===== src/xfer_pkg.sv =====
package xfer_pkg;
	localparam int DATA_W = 64;
	localparam int HALF_W = 32;
	localparam int SIZE_W = 3;
	localparam int KIND_W = 5;
	localparam int BEATS_W = 3;
	// A burst is four beats; a single transfer is one.
	localparam logic [BEATS_W-1:0] BURST_BEATS = 3'h4;
	localparam logic [BEATS_W-1:0] SINGLE_BEATS = 3'h1;
	localparam logic [BEATS_W-1:0] ZERO_BEATS = 3'h0;
	localparam logic [BEATS_W-1:0] ONE_BEAT = 3'h1;
	// Transfer kinds used by this block.
	localparam logic [KIND_W-1:0] KIND_WRITE = 5'h02;
	localparam logic [KIND_W-1:0] KIND_READ = 5'h0a;
	localparam logic [KIND_W-1:0] KIND_SNOOP_BCAST = 5'h12;
	localparam logic [KIND_W-1:0] KIND_GFX_READ = 5'h16;
	localparam logic [KIND_W-1:0] KIND_GFX_WRITE = 5'h1e;
	localparam logic [SIZE_W-1:0] SIZE_DWORD = 3'h0;
	// Bit 4 of the transfer kind set marks a direct-store access.
	localparam int KIND_DSTORE_BIT = 4;
	localparam logic [KIND_W-1:0] KIND_DSTORE_MASK = 5'h10;
	localparam logic [KIND_W-1:0] KIND_DSTORE_MATCH = 5'h10;

	typedef enum logic [1:0] {
		DEV_IDLE = 2'b00,
		DEV_DATA = 2'b01,
		DEV_SIDE = 2'b10,
		DEV_ERR = 2'b11
	} dev_state_t;

	typedef enum logic [1:0] {
		MST_IDLE = 2'b00,
		MST_ADDR = 2'b01,
		MST_DATA = 2'b10
	} mst_state_t;

	// Unsupported kinds: graphics transfers and direct-store kinds other than the snoop broadcast.
	function automatic logic kind_unsupported(input logic [KIND_W-1:0] k);
		kind_unsupported = (k == KIND_GFX_READ) || (k == KIND_GFX_WRITE) ||
			(((k & KIND_DSTORE_MASK) == KIND_DSTORE_MATCH) && (k != KIND_SNOOP_BCAST));
	endfunction

	function automatic logic kind_is_write(input logic [KIND_W-1:0] k);
		kind_is_write = (k == KIND_WRITE) || (k == KIND_GFX_WRITE);
	endfunction
endpackage


===== src/xfer_if.sv =====
`timescale 1ns/100ps
interface xfer_if;
	import xfer_pkg::*;
	// Master-driven address tenure.
	logic transaction_begin;
	logic extended_start_request;
	logic [KIND_W-1:0] transfer_kind;
	logic [SIZE_W-1:0] beat_size;
	logic burst_flag;
	logic coherent_access;
	logic write_through_hint;
	logic no_cache_hint;
	// Device-driven address tenure for snoop broadcasts.
	logic dev_transaction_begin;
	logic [KIND_W-1:0] dev_transfer_kind;
	logic [SIZE_W-1:0] dev_beat_size;
	logic dev_burst_flag;
	logic dev_coherent_access;
	logic dev_write_through_hint;
	logic dev_no_cache_hint;
	logic dev_attr_oe;
	// Address tenure end and retry.
	logic address_phase_done;
	logic address_retry;
	// Data halves; high half holds byte lanes 0 to 3.
	logic [HALF_W-1:0] data_high_half_m;
	logic [HALF_W-1:0] data_low_half_m;
	logic [HALF_W-1:0] data_high_half_d;
	logic [HALF_W-1:0] data_low_half_d;
	logic data_d_oe;
	// Termination.
	logic beat_acknowledge;
	logic side_beat_acknowledge;
	logic bus_error_ack;
	logic side_slave_claim;
	logic fatal_error_out;

	modport device (
		input transaction_begin, extended_start_request, transfer_kind, beat_size, burst_flag,
		input coherent_access, write_through_hint, no_cache_hint, side_slave_claim,
		input data_high_half_m, data_low_half_m, side_beat_acknowledge, address_retry,
		output dev_transaction_begin, dev_transfer_kind, dev_beat_size, dev_burst_flag,
		output dev_coherent_access, dev_write_through_hint, dev_no_cache_hint, dev_attr_oe,
		output address_phase_done, data_high_half_d, data_low_half_d, data_d_oe,
		output beat_acknowledge, bus_error_ack, fatal_error_out
	);
	modport master (
		output transaction_begin, extended_start_request, transfer_kind, beat_size, burst_flag,
		output coherent_access, write_through_hint, no_cache_hint, side_slave_claim,
		output data_high_half_m, data_low_half_m, side_beat_acknowledge, address_retry,
		input dev_transaction_begin, dev_transfer_kind, dev_beat_size, dev_burst_flag,
		input dev_coherent_access, dev_write_through_hint, dev_no_cache_hint, dev_attr_oe,
		input address_phase_done, data_high_half_d, data_low_half_d, data_d_oe,
		input beat_acknowledge, bus_error_ack, fatal_error_out
	);
endinterface


===== src/xfer_device.sv =====
`timescale 1ns/100ps
// Operation
// (RULE1) Target acknowledges each data beat once.
// (RULE2) Last or only beat ends data tenure.
// (RULE3) Claiming slave drives acknowledge per beat.
// (RULE4) Claimed transactions get no device acknowledge; a claimed access that draws an error still gets the error acknowledge.
// (RULE5) Error acknowledge ends current transaction immediately.
// (RULE6) Unsupported kinds answered with error when enabled.
// (RULE7) Extended start answered with error when enabled.
// (RULE8) Device starts only snoop broadcast transactions.
// (RULE9) Master gives start with valid attributes.
// (RULE10) Catastrophic error raises machine-check output.
// (RULE11) Three-bit size field decoded on acceptance.
// (RULE12) Five-bit kind field driven and decoded.
// (RULE13) Coherent attribute marks snooped global access.
// (RULE14) Burst flag marks multi-beat transfer.
// (RULE15) Write-through and cache-inhibit travel together.
// (RULE16) Address tenure ends with phase-done acknowledge.
// (RULE17) Data bus split into two halves.
// (RULE18) Error beats never overlap normal acknowledges.
module xfer_device
	import xfer_pkg::*;
(
	// Clock and reset.
	input wire logic clk_i,
	input wire logic rst_n_i,
	input wire logic en_i,
	// Link.
	xfer_if.device bus,
	// User side.
	input wire logic error_ack_enable_i,
	input wire logic fatal_error_i,
	input wire logic snoop_req_i,
	input wire logic snoop_coherent_i,
	input wire logic snoop_write_through_i,
	input wire logic snoop_no_cache_i,
	input wire logic [DATA_W-1:0] read_data_i,
	output logic snoop_busy_o,
	output logic [DATA_W-1:0] write_data_o,
	output logic write_valid_o,
	output logic [KIND_W-1:0] accepted_kind_o,
	output logic [SIZE_W-1:0] accepted_size_o,
	output logic accepted_coherent_o,
	output logic accepted_write_through_o,
	output logic accepted_no_cache_o,
	output logic tenure_done_o
);
	dev_state_t state_reg;
	logic [BEATS_W-1:0] beats_reg;
	logic write_reg;
	logic ack_reg;
	logic err_reg;
	logic address_phase_done_reg;
	logic mcp_reg;
	logic snoop_reg;
	logic done_reg;
	logic [DATA_W-1:0] wdata_reg;
	logic wvalid_reg;
	logic [DATA_W-1:0] rdata_reg;
	logic start_seen;
	logic bad_access;
	logic last_beat;

	////////////////////////////////////////////////////////////////////////////////
	assign start_seen = bus.transaction_begin || bus.extended_start_request; // (RULE9)
	// Errors are only reported when enabled; otherwise the access is served normally.
	assign bad_access = error_ack_enable_i &&
		(bus.extended_start_request || kind_unsupported(bus.transfer_kind)); // (RULE6) (RULE7)
	assign last_beat = (beats_reg == ONE_BEAT);

	always_ff @(posedge clk_i) begin
		if (!rst_n_i) begin
			state_reg <= DEV_IDLE;
			beats_reg <= ZERO_BEATS;
			write_reg <= 1'b0;
			address_phase_done_reg <= 1'b0;
			done_reg <= 1'b0;
		end else if (en_i) begin
			address_phase_done_reg <= 1'b0;
			done_reg <= 1'b0;
			unique case (state_reg)
				DEV_IDLE: begin
					if (start_seen && !snoop_reg) begin
						address_phase_done_reg <= 1'b1; // (RULE16)
						write_reg <= kind_is_write(bus.transfer_kind);
						beats_reg <= bus.burst_flag ? BURST_BEATS : SINGLE_BEATS; // (RULE14)
						if (bad_access) begin
							state_reg <= DEV_ERR;
						end else if (bus.side_slave_claim) begin
							state_reg <= DEV_SIDE; // (RULE4)
						end else begin
							state_reg <= DEV_DATA;
						end
					end
				end
				DEV_DATA: begin
					if (ack_reg) begin
						beats_reg <= beats_reg - ONE_BEAT;
						if (last_beat) begin
							state_reg <= DEV_IDLE; // (RULE2)
							done_reg <= 1'b1;
						end
					end
				end
				DEV_SIDE: begin
					if (bus.side_beat_acknowledge) begin // (RULE3)
						beats_reg <= beats_reg - ONE_BEAT;
						if (last_beat) begin
							state_reg <= DEV_IDLE;
							done_reg <= 1'b1;
						end
					end
				end
				DEV_ERR: begin
					if (err_reg) begin
						state_reg <= DEV_IDLE; // (RULE5)
						beats_reg <= ZERO_BEATS;
						done_reg <= 1'b1;
					end
				end
			endcase
		end
	end

	////////////////////////////////////////////////////////////////////////////////
	// Acknowledges are registered: one beat per two cycles keeps read data settled.
	always_ff @(posedge clk_i) begin
		if (!rst_n_i) begin
			ack_reg <= 1'b0;
			err_reg <= 1'b0;
		end else if (en_i) begin
			ack_reg <= (state_reg == DEV_DATA) && !ack_reg && !err_reg; // (RULE1) (RULE18)
			err_reg <= (state_reg == DEV_ERR) && !err_reg; // (RULE5)
		end
	end

	always_ff @(posedge clk_i) begin
		if (!rst_n_i) begin
			rdata_reg <= '0;
			wdata_reg <= '0;
			wvalid_reg <= 1'b0;
		end else if (en_i) begin
			wvalid_reg <= 1'b0;
			if (state_reg == DEV_DATA && !ack_reg && !write_reg) begin
				rdata_reg <= read_data_i;
			end
			if (state_reg == DEV_DATA && !ack_reg && write_reg) begin
				wdata_reg <= {bus.data_high_half_m, bus.data_low_half_m}; // (RULE17)
				wvalid_reg <= 1'b1;
			end
		end
	end

	////////////////////////////////////////////////////////////////////////////////
	always_ff @(posedge clk_i) begin
		if (!rst_n_i) begin
			accepted_kind_o <= '0;
			accepted_size_o <= '0;
			accepted_coherent_o <= 1'b0;
			accepted_write_through_o <= 1'b0;
			accepted_no_cache_o <= 1'b0;
		end else if (en_i && state_reg == DEV_IDLE && start_seen && !snoop_reg) begin
			accepted_kind_o <= bus.transfer_kind; // (RULE12)
			accepted_size_o <= bus.beat_size; // (RULE11)
			accepted_coherent_o <= bus.coherent_access; // (RULE13)
			accepted_write_through_o <= bus.write_through_hint; // (RULE15)
			accepted_no_cache_o <= bus.no_cache_hint;
		end
	end

	// Broadcasts are only launched while idle with no start seen; a master request raised in the same cycle can still collide with one.
	always_ff @(posedge clk_i) begin
		if (!rst_n_i) begin
			snoop_reg <= 1'b0;
		end else if (en_i) begin
			snoop_reg <= snoop_req_i && !snoop_reg && state_reg == DEV_IDLE && !start_seen; // (RULE8)
		end
	end

	// Machine check is sticky until reset; the processor must restart anyway.
	always_ff @(posedge clk_i) begin
		if (!rst_n_i) begin
			mcp_reg <= 1'b0;
		end else if (en_i && fatal_error_i) begin
			mcp_reg <= 1'b1; // (RULE10)
		end
	end

	////////////////////////////////////////////////////////////////////////////////
	assign bus.dev_transaction_begin = snoop_reg; // (RULE8)
	assign bus.dev_transfer_kind = KIND_SNOOP_BCAST;
	assign bus.dev_beat_size = SIZE_DWORD;
	assign bus.dev_burst_flag = 1'b0;
	assign bus.dev_coherent_access = snoop_reg & snoop_coherent_i;
	assign bus.dev_write_through_hint = snoop_reg & snoop_write_through_i;
	assign bus.dev_no_cache_hint = snoop_reg & snoop_no_cache_i;
	assign bus.dev_attr_oe = snoop_reg;
	assign bus.address_phase_done = address_phase_done_reg;
	assign bus.data_high_half_d = rdata_reg[DATA_W-1:HALF_W];
	assign bus.data_low_half_d = rdata_reg[HALF_W-1:0];
	assign bus.data_d_oe = (state_reg == DEV_DATA) && !write_reg;
	assign bus.beat_acknowledge = ack_reg;
	assign bus.bus_error_ack = err_reg;
	assign bus.fatal_error_out = mcp_reg;
	assign snoop_busy_o = snoop_reg;
	assign write_data_o = wdata_reg;
	assign write_valid_o = wvalid_reg;
	assign tenure_done_o = done_reg;
endmodule


===== src/flat_wrapper.sv =====
// flat-port wrapper written by rule: the top's interface ports become plain ports
module xfer_device_flat import xfer_pkg::*;
  (clk_i, rst_n_i, en_i, error_ack_enable_i, fatal_error_i, snoop_req_i, snoop_coherent_i, snoop_write_through_i, snoop_no_cache_i, read_data_i, snoop_busy_o, write_data_o, write_valid_o, accepted_kind_o, accepted_size_o, accepted_coherent_o, accepted_write_through_o, accepted_no_cache_o, tenure_done_o, bus_transaction_begin, bus_extended_start_request, bus_transfer_kind, bus_beat_size, bus_burst_flag, bus_coherent_access, bus_write_through_hint, bus_no_cache_hint, bus_side_slave_claim, bus_data_high_half_m, bus_data_low_half_m, bus_side_beat_acknowledge, bus_address_retry, bus_dev_transaction_begin, bus_dev_transfer_kind, bus_dev_beat_size, bus_dev_burst_flag, bus_dev_coherent_access, bus_dev_write_through_hint, bus_dev_no_cache_hint, bus_dev_attr_oe, bus_address_phase_done, bus_data_high_half_d, bus_data_low_half_d, bus_data_d_oe, bus_beat_acknowledge, bus_bus_error_ack, bus_fatal_error_out);
  xfer_if bus_i ();
  input wire logic clk_i;
  input wire logic rst_n_i;
  input wire logic en_i;
  input wire logic error_ack_enable_i;
  input wire logic fatal_error_i;
  input wire logic snoop_req_i;
  input wire logic snoop_coherent_i;
  input wire logic snoop_write_through_i;
  input wire logic snoop_no_cache_i;
  input wire logic [DATA_W-1:0] read_data_i;
  output logic snoop_busy_o;
  output logic [DATA_W-1:0] write_data_o;
  output logic write_valid_o;
  output logic [KIND_W-1:0] accepted_kind_o;
  output logic [SIZE_W-1:0] accepted_size_o;
  output logic accepted_coherent_o;
  output logic accepted_write_through_o;
  output logic accepted_no_cache_o;
  output logic tenure_done_o;
  input wire logic [$bits(bus_i.transaction_begin)-1:0] bus_transaction_begin;
  input wire logic [$bits(bus_i.extended_start_request)-1:0] bus_extended_start_request;
  input wire logic [$bits(bus_i.transfer_kind)-1:0] bus_transfer_kind;
  input wire logic [$bits(bus_i.beat_size)-1:0] bus_beat_size;
  input wire logic [$bits(bus_i.burst_flag)-1:0] bus_burst_flag;
  input wire logic [$bits(bus_i.coherent_access)-1:0] bus_coherent_access;
  input wire logic [$bits(bus_i.write_through_hint)-1:0] bus_write_through_hint;
  input wire logic [$bits(bus_i.no_cache_hint)-1:0] bus_no_cache_hint;
  input wire logic [$bits(bus_i.side_slave_claim)-1:0] bus_side_slave_claim;
  input wire logic [$bits(bus_i.data_high_half_m)-1:0] bus_data_high_half_m;
  input wire logic [$bits(bus_i.data_low_half_m)-1:0] bus_data_low_half_m;
  input wire logic [$bits(bus_i.side_beat_acknowledge)-1:0] bus_side_beat_acknowledge;
  input wire logic [$bits(bus_i.address_retry)-1:0] bus_address_retry;
  output wire logic [$bits(bus_i.dev_transaction_begin)-1:0] bus_dev_transaction_begin;
  output wire logic [$bits(bus_i.dev_transfer_kind)-1:0] bus_dev_transfer_kind;
  output wire logic [$bits(bus_i.dev_beat_size)-1:0] bus_dev_beat_size;
  output wire logic [$bits(bus_i.dev_burst_flag)-1:0] bus_dev_burst_flag;
  output wire logic [$bits(bus_i.dev_coherent_access)-1:0] bus_dev_coherent_access;
  output wire logic [$bits(bus_i.dev_write_through_hint)-1:0] bus_dev_write_through_hint;
  output wire logic [$bits(bus_i.dev_no_cache_hint)-1:0] bus_dev_no_cache_hint;
  output wire logic [$bits(bus_i.dev_attr_oe)-1:0] bus_dev_attr_oe;
  output wire logic [$bits(bus_i.address_phase_done)-1:0] bus_address_phase_done;
  output wire logic [$bits(bus_i.data_high_half_d)-1:0] bus_data_high_half_d;
  output wire logic [$bits(bus_i.data_low_half_d)-1:0] bus_data_low_half_d;
  output wire logic [$bits(bus_i.data_d_oe)-1:0] bus_data_d_oe;
  output wire logic [$bits(bus_i.beat_acknowledge)-1:0] bus_beat_acknowledge;
  output wire logic [$bits(bus_i.bus_error_ack)-1:0] bus_bus_error_ack;
  output wire logic [$bits(bus_i.fatal_error_out)-1:0] bus_fatal_error_out;
  assign bus_i.transaction_begin = bus_transaction_begin;
  assign bus_i.extended_start_request = bus_extended_start_request;
  assign bus_i.transfer_kind = bus_transfer_kind;
  assign bus_i.beat_size = bus_beat_size;
  assign bus_i.burst_flag = bus_burst_flag;
  assign bus_i.coherent_access = bus_coherent_access;
  assign bus_i.write_through_hint = bus_write_through_hint;
  assign bus_i.no_cache_hint = bus_no_cache_hint;
  assign bus_i.side_slave_claim = bus_side_slave_claim;
  assign bus_i.data_high_half_m = bus_data_high_half_m;
  assign bus_i.data_low_half_m = bus_data_low_half_m;
  assign bus_i.side_beat_acknowledge = bus_side_beat_acknowledge;
  assign bus_i.address_retry = bus_address_retry;
  assign bus_dev_transaction_begin = bus_i.dev_transaction_begin;
  assign bus_dev_transfer_kind = bus_i.dev_transfer_kind;
  assign bus_dev_beat_size = bus_i.dev_beat_size;
  assign bus_dev_burst_flag = bus_i.dev_burst_flag;
  assign bus_dev_coherent_access = bus_i.dev_coherent_access;
  assign bus_dev_write_through_hint = bus_i.dev_write_through_hint;
  assign bus_dev_no_cache_hint = bus_i.dev_no_cache_hint;
  assign bus_dev_attr_oe = bus_i.dev_attr_oe;
  assign bus_address_phase_done = bus_i.address_phase_done;
  assign bus_data_high_half_d = bus_i.data_high_half_d;
  assign bus_data_low_half_d = bus_i.data_low_half_d;
  assign bus_data_d_oe = bus_i.data_d_oe;
  assign bus_beat_acknowledge = bus_i.beat_acknowledge;
  assign bus_bus_error_ack = bus_i.bus_error_ack;
  assign bus_fatal_error_out = bus_i.fatal_error_out;
  xfer_device u_core (.clk_i(clk_i), .rst_n_i(rst_n_i), .en_i(en_i), .bus(bus_i), .error_ack_enable_i(error_ack_enable_i), .fatal_error_i(fatal_error_i), .snoop_req_i(snoop_req_i), .snoop_coherent_i(snoop_coherent_i), .snoop_write_through_i(snoop_write_through_i), .snoop_no_cache_i(snoop_no_cache_i), .read_data_i(read_data_i), .snoop_busy_o(snoop_busy_o), .write_data_o(write_data_o), .write_valid_o(write_valid_o), .accepted_kind_o(accepted_kind_o), .accepted_size_o(accepted_size_o), .accepted_coherent_o(accepted_coherent_o), .accepted_write_through_o(accepted_write_through_o), .accepted_no_cache_o(accepted_no_cache_o), .tenure_done_o(tenure_done_o));
endmodule

===== config.mk =====
export PLATFORM = sky130hd
export DESIGN_NAME = xfer_device_flat
export DESIGN_NICKNAME = d
export VERILOG_FILES = /design/src/xfer_pkg.sv /design/src/xfer_if.sv /design/src/xfer_device.sv /design/src/flat_wrapper.sv
export SDC_FILE = /design/constraint.sdc
export NUM_CORES = 1
export LEC_CHECK = 0
export BUFFER_PORTS_ARGS = -buffer_cell sky130_fd_sc_hd__clkbuf_2
export CORE_AREA = 2 2 122 124
export CTS_CLUSTER_SIZE = 40
export DETAILED_ROUTE_END_ITERATION = 10
export DIE_AREA = 0 0 124 126
export GPL_TIMING_DRIVEN = 0
export PLACE_DENSITY = 0.84
export SKIP_LAST_GASP = 1
export SLEW_MARGIN = 20
export SYNTH_ARGS = -nofsm -noshare
export SYNTH_HDL_FRONTEND = slang
export SYNTH_SLANG_ARGS = --single-unit
export TNS_END_PERCENT = 100

===== constraint.sdc =====
create_clock -name clk_i -period 4.4 [get_ports clk_i]
set_input_delay 0.66 -clock clk_i [delete_from_list [all_inputs] [get_ports clk_i]]
set_output_delay 0.66 -clock clk_i [all_outputs]
set_load 0.02 [all_outputs]

==> results.toml, run 1 <==
[logic_synthesis]
syn_area_per_cell_um2 = 8.000
synth_cell_types = 38
seq_area_frac_synth_pct = 53.88
yosys_warnings = 0
ys_ff_latch = 152
syn_inst = 706
netlist_area_um2 = 5648

[timing]
finalSetupTns_ns = 0
max_freq_mhz = 475.6
hold_violations = 0
setup_violations = 0
rsz0062_at_grt = "no"
drv_slew = 0
min_period_ns = 2.102
tightest_slew_ns = 0.7377
finalCritPeriodShare_pct = 47.78
fin_skew_ns = 0.006872
timing.slew.headroom_pct = 50.82

[placement]
io_buffer_count = 304
hpwl_um = 13070
place_inst = 1201
place_congestion = 0.8226

[critical_path]
worstReg2RegStart = "u_core.state_reg[1]$_SDFFE_PN0P_"
crit_chain = "inv_1 > ha_1 > nor2b_1 > buf_2 > nand3_1 > clkbuf_1 > nand2_1 > a21oi_1"
worstSetupEndpointType = "register"
reg2reg_slack_ns = 2.30
cpPeakStageDelay_ns = 0.46
startpoint_type = "register"
crit_start = "u_core.state_reg[1]$_SDFFE_PN0P_"
reg2reg_depth = 8
cp_max_fo = 10
rr_endpoint = "u_core.write_data_o[18]$_SDFFE_PN0P_"
worstSetupPathType = "register to register"
required_ns = 4.74
path_buf_inv = 3
crit_slowest_cell = "clkbuf_1"
critPathArrivalTime_ns = 2.44
crit_family = "buffers and inverters"

[global_routing]
grt_pass1_vias = 5534
grt_pass1_wl_um = 26190
use_met3_pct = 7.156
use_met2_pct = 37.69
grt_max_degree = 17
overflow = 0
track_usage_pct = 21.31
use_met1_pct = 23.42
gr-max-usage-layer = "met2"
antenna_found_initial = 0

[die]
io_pins = 315
rows = 44
chipHeight_um = 126
die_w_um = 124
dieArea_um2 = 15620
core_um2 = 14310
initial_core_util_pct = 39.46

[detailed_routing]
wire_per_inst_um = 13.83
wl_um = 17030
avgViaCountPerCell = 4.671
drt_iter0_markers = 222
dr.pass1.iters = 4
vias = 5755
antenna_left = 0
post-route-drc-count = 0

[min_path]
worstHoldStart = "u_core.rdata_reg[11]$_SDFFE_PN0P_"
hold_path_class = "register to register"
whs_path_depth = 2
hold-path-endpoint = "u_core.rdata_reg[11]$_SDFFE_PN0P_"

[pwr]
power.density_nw_per_um2 = 466.9
p_sw_mw = 1.120
ir_worst_vdd_mv = 0.2406
p_comb_share_pct = 21.0
switching_share_pct = 30.02
p_seq_share_pct = 41.4
p_clk_share_pct = 37.6
p_leak_nw = 3.595
p_int_mw = 2.609

[cts]
cts_hold_buf = 0
cts_max_level = 4
ctsResizeCount = 0
cts.clk_slew.worst_paths_ns = 0.06
cts_buffer_depth = 2
clock_latency_ns = 0.42
cts_setup_buffers = 0
cts.root.buffer_cell = "clkbuf_16"
clock_sinks = 152
numCtsBuffers = 17
tritoncts = "done"

[cells_and_area]
syn2layout_area_growth_pct = 41.40
layout_common_cells = "304 x clkbuf_2, 263 x nand2_1, 152 x dfxtp_1"
drive_gt1_share_pct = 34.83
fin_cells = 1232
nNetsFinal = 1196
n_antenna_cell = 0
final_common_cell = "clkbuf_2"

[run_status]
status = "completed"

[run]
drv_cap = 0
## how the worst max path moves through the flow
stage / endpoint / slack [ns] / depth (start not counted)
after global placement: u_core.beats_reg[1]$_SDFFE_PN0P_ / 1.97 / 5
after global routing: u_core.write_data_o[17]$_SDFFE_PN0P_ / 2.05 / 8
after floorplan: u_core.beats_reg[1]$_SDFFE_PN0P_ / 2.70 / 7
after detailed placement: u_core.write_data_o[2]$_SDFFE_PN0P_ / 1.93 / 5
after CTS: u_core.write_data_o[18]$_SDFFE_PN0P_ / 2.29 / 8
final: u_core.write_data_o[18]$_SDFFE_PN0P_ / 2.30 / 8
## tightest hold or removal path, stage by stage, from the launching register on
cell,delay (ns)
dfxtp_1,0.31
nand2_1,0.05
a21oi_1,0.05
## Yosys cell counts
| cell | instances | area share [%] |
|---|---|---|
| nand2b_1 | 1 | 0.11 |
| nor2_2 | 1 | 0.11 |
| nor2b_1 | 4 | 0.44 |
| nand3b_1 | 1 | 0.13 |
| o21ai_0 | 4 | 0.35 |
| or3_1 | 1 | 0.11 |
| clkinv_1 | 1 | 0.066 |
| and3_1 | 1 | 0.11 |
| clkbuf_1 | 26 | 1.7 |
| o211ai_1 | 1 | 0.13 |
| nor4bb_1 | 1 | 0.18 |
| and2_1 | 3 | 0.33 |
| dfxtp_1 | 152 | 54 |
| nand4b_1 | 1 | 0.16 |
| or2b_1 | 1 | 0.13 |
| buf_1 | 2 | 0.13 |
| inv_1 | 10 | 0.66 |
| nor4b_1 | 1 | 0.16 |
| mux2i_1 | 14 | 2.5 |
| nand2_1 | 263 | 17 |
| a221oi_2 | 1 | 0.27 |
| a211oi_1 | 1 | 0.13 |
| o311ai_1 | 1 | 0.16 |
| ha_1 | 6 | 1.3 |
| o41ai_1 | 1 | 0.16 |
| buf_4 | 12 | 1.6 |
| nor3b_1 | 1 | 0.13 |
| nand3_1 | 7 | 0.62 |
| conb_1 | 2 | 0.13 |
| nor2_1 | 19 | 1.3 |
| a32o_1 | 1 | 0.18 |
| a21o_1 | 1 | 0.13 |
| or4_1 | 2 | 0.27 |
| a31oi_1 | 3 | 0.33 |
| a21oi_1 | 139 | 12 |
| a221o_1 | 1 | 0.18 |
| o21bai_4 | 1 | 0.33 |
| buf_2 | 18 | 1.6 |
## through the flow
step / hold WS, ns / utilization, % / total power [mW] / setup slack [ns] / area, um^2
4_1_cts: 0.4398 / 55.80 / 3.764 / 2.285 / 7986
5_1_grt: 0.4490 / 55.80 / 3.924 / 2.051 / 7986
2_1_floorplan: 0.4496 / - / 2.081 / 2.696 / 5674
3_3_place_gp: 0.4411 / 51.88 / 2.339 / 1.974 / 7426
3_5_place_dp: 0.4454 / 51.88 / 2.359 / 1.933 / 7426
6_report: 0.4543 / 55.80 / 3.729 / 2.298 / 7986
## area by class of cell
cell class                      count  area, um^2
Timing Repair Buffer              304        1521
Multi-Input combinational cell    492        2305
Clock inverter                     11       123.9
Sequential cell                   152        3043
Tap cell                          184       230.2
Clock buffer                       20       436.7
Fill cell                        1344        6327
Inverter                           11       41.29
Buffer                             58       285.3
## routing by layer
layer  up-vias  share of wire, %
li1       2939                 -
met1      2534                40
met2       246                49
met3        36               9.0
met4         0               2.1
met5         -                 0
## power by group through the flow
stage / registers [mW] / logic [mW] / clock network [mW]
6_report: 1.54 / 0.783 / 1.40
3_5_place_dp: 1.57 / 0.784 / 0
3_3_place_gp: 1.57 / 0.769 / 0
5_1_grt: 1.56 / 0.869 / 1.49
4_1_cts: 1.54 / 0.788 / 1.43
2_1_floorplan: 1.68 / 0.406 / 0
## cell families after synthesis
kind of cell | Yosys count | synth area share [%]
other cells | 2 | 0.1330
flops | 152 | 53.88
compound gates | 155 | 14.67
fa+ha+maj | 6 | 1.329
buf+inv | 69 | 5.782
simple gates | 308 | 21.73
mux | 14 | 2.481
(Power assumes the default switching activity.)
==> run 2: changes to the inputs <==
PLACE_DENSITY = 0.87   (was 0.84)
clock period = 1.92 ns   (was 4.4 ns; I/O delays follow)
==> results.toml, run 2 (same netlist as run 1, synthesis figures left out) <==
[cells_and_area]
fin_util_pct = 56.76
final_common_cell = "clkbuf_2"
multi_input_area_um2 = 2333
layout_common_cells = "310 x clkbuf_2, 263 x nand2_1, 150 x dfxtp_1"
syn2layout_area_growth_pct = 43.84
n_antenna_cell = 0
seq_area_um2 = 3045
nFillCells = 1329
nNetsFinal = 1196
drive_gt1_share_pct = 36.80

[global_routing]
grt_pass1_vias = 5464
grt_max_degree = 17
overflow = 0
track_usage_pct = 21.46
grt_pass1_wl_um = 26140
antenna_found_initial = 1

[timing]
min_period_ns = 1.848
fin_skew_ns = 0.009218
timing.slew.headroom_pct = 52.47
rsz0062_at_grt = "yes"
hold_violations = 0
max_freq_mhz = 541.2
tightest_slew_ns = 0.7130
final.setup.worst_slack_ns = 0.07240
setup_violations = 0
drv_slew = 0
finalCritPeriodShare_pct = 96.23

[cts]
clock_latency_ns = 0.41
numCtsBuffers = 17
clock_sinks = 152
tritoncts = "done"
cts.root.buffer_cell = "clkbuf_16"
cts_setup_buffers = 0
cts.clk_slew.worst_paths_ns = 0.06
cts_hold_buf = 0
cts_max_level = 4
cts_buffer_depth = 2

[critical_path]
cp_max_fo = 7
worstSetupEndpointType = "register"
required_ns = 2.25
startpoint_type = "register"
worstSetupPathType = "register to register"
critPathArrivalTime_ns = 2.18

[detailed_routing]
drt_iter0_markers = 222
dr.pass1.iters = 5
wire_per_inst_um = 13.91
avgViaCountPerCell = 4.760
wl_um = 17150
vias = 5869
antenna_left = 0
post-route-drc-count = 0

[pwr]
p_leak_nw = 3.650
power_mw = 8.747
power.density_nw_per_um2 = 1077
ir_worst_vdd_mv = 0.4968

[die]
chipHeight_um = 126
io_pins = 315
rows = 44
core_um2 = 14310
die_w_um = 124
dieArea_um2 = 15620
initial_core_util_pct = 39.46

[placement]
io_buffer_count = 304
post-place-ws_ns = -0.1656
hpwl_um = 12980
place_congestion = 0.8205

[min_path]
hold_path_class = "input port to register"

[run_status]
status = "completed"

[run]
drv_cap = 0
run 2: changes by cell type in the layout (fill, tap and decap cells not counted), moves of 2 or more:
| cell | before | now |
|---|---|---|
| clkbuf_1 | 29 | 17 |
| dfxtp_2 | 0 | 2 |
| buf_2 | 18 | 4 |
| dfxtp_1 | 152 | 150 |
| clkbuf_8 | 0 | 3 |
| clkbuf_2 | 304 | 310 |
| buf_1 | 2 | 0 |
| buf_6 | 0 | 3 |
| clkbuf_4 | 0 | 17 |
run 2: layer usage:
metal	wire length [um]	track usage (%)	up-vias
met3	1709	7.292	23
met5	13	0	-
met2	8555	38.01	237
met4	280	6.874	2
met1	6587	23.93	2667
li1	-	-	2940
run 2: path summary, 6_finish.rpt:
kind	from	endpoint	slack, ns	cells after the start
setup reg to reg	u_core.state_reg[1]$_SDFFE_PN0P_	u_core.beats_reg[1]$_SDFFE_PN0P_	0.07	7
hold reg to reg	u_core.rdata_reg[27]$_SDFFE_PN0P_	u_core.rdata_reg[27]$_SDFFE_PN0P_	0.45	2
hold / removal	bus_data_low_half_m[1]	u_core.write_data_o[1]$_SDFFE_PN0P_	0.09	3
setup / recovery	u_core.state_reg[1]$_SDFFE_PN0P_	u_core.beats_reg[1]$_SDFFE_PN0P_	0.07	7
run 2: cell type report:
type | count | share of cell area [%]
multi-input combinational | 492 | 28.72
clock inverter | 11 | 1.479
tap | 184 | 2.834
timing repair buffer | 304 | 18.73
inverter | 11 | 0.5082
buffer | 58 | 4.451
sequential | 152 | 37.49
clock buffer | 21 | 5.791
run 2: critical path, stage by stage (launching register included):
cell and delay [ns]:
dfxtp_2 0.36, inv_1 0.06, ha_1 0.19, nor2b_1 0.13
buf_2 0.16, a221o_1 0.31, or4_4 0.43, a21oi_2 0.13
run 2: through the flow:
| stage | setup TNS (ns) | hold slack (ns) | instance area [um^2] | cells |
|---|---|---|---|---|
| after floorplan | 0 | 0.4240 | 5674 | 713 |
| after global placement | -4.781 | 0.4408 | 7426 | 1201 |
| after detailed placement | -8.012 | 0.4460 | 7426 | 1201 |
| after CTS | 0 | 0.07141 | 8045 | 1233 |
| after global routing | -0.1112 | 0.08005 | 8124 | 1233 |
| final | 0 | 0.09338 | 8124 | 1233 |
run 2: what timing repair did:
action                     CTS  global route
setup endpoints to repair  120           130
pin swaps                    0             1
resized for setup           15            34
run 2: where the power goes:
part,total [mW],leakage [nW],switching [mW],internal [mW]
Clock,3.32,0.285,1.30,2.01
Sequential,3.55,1.23,0.146,3.40
Combinational,1.88,2.14,1.14,0.737
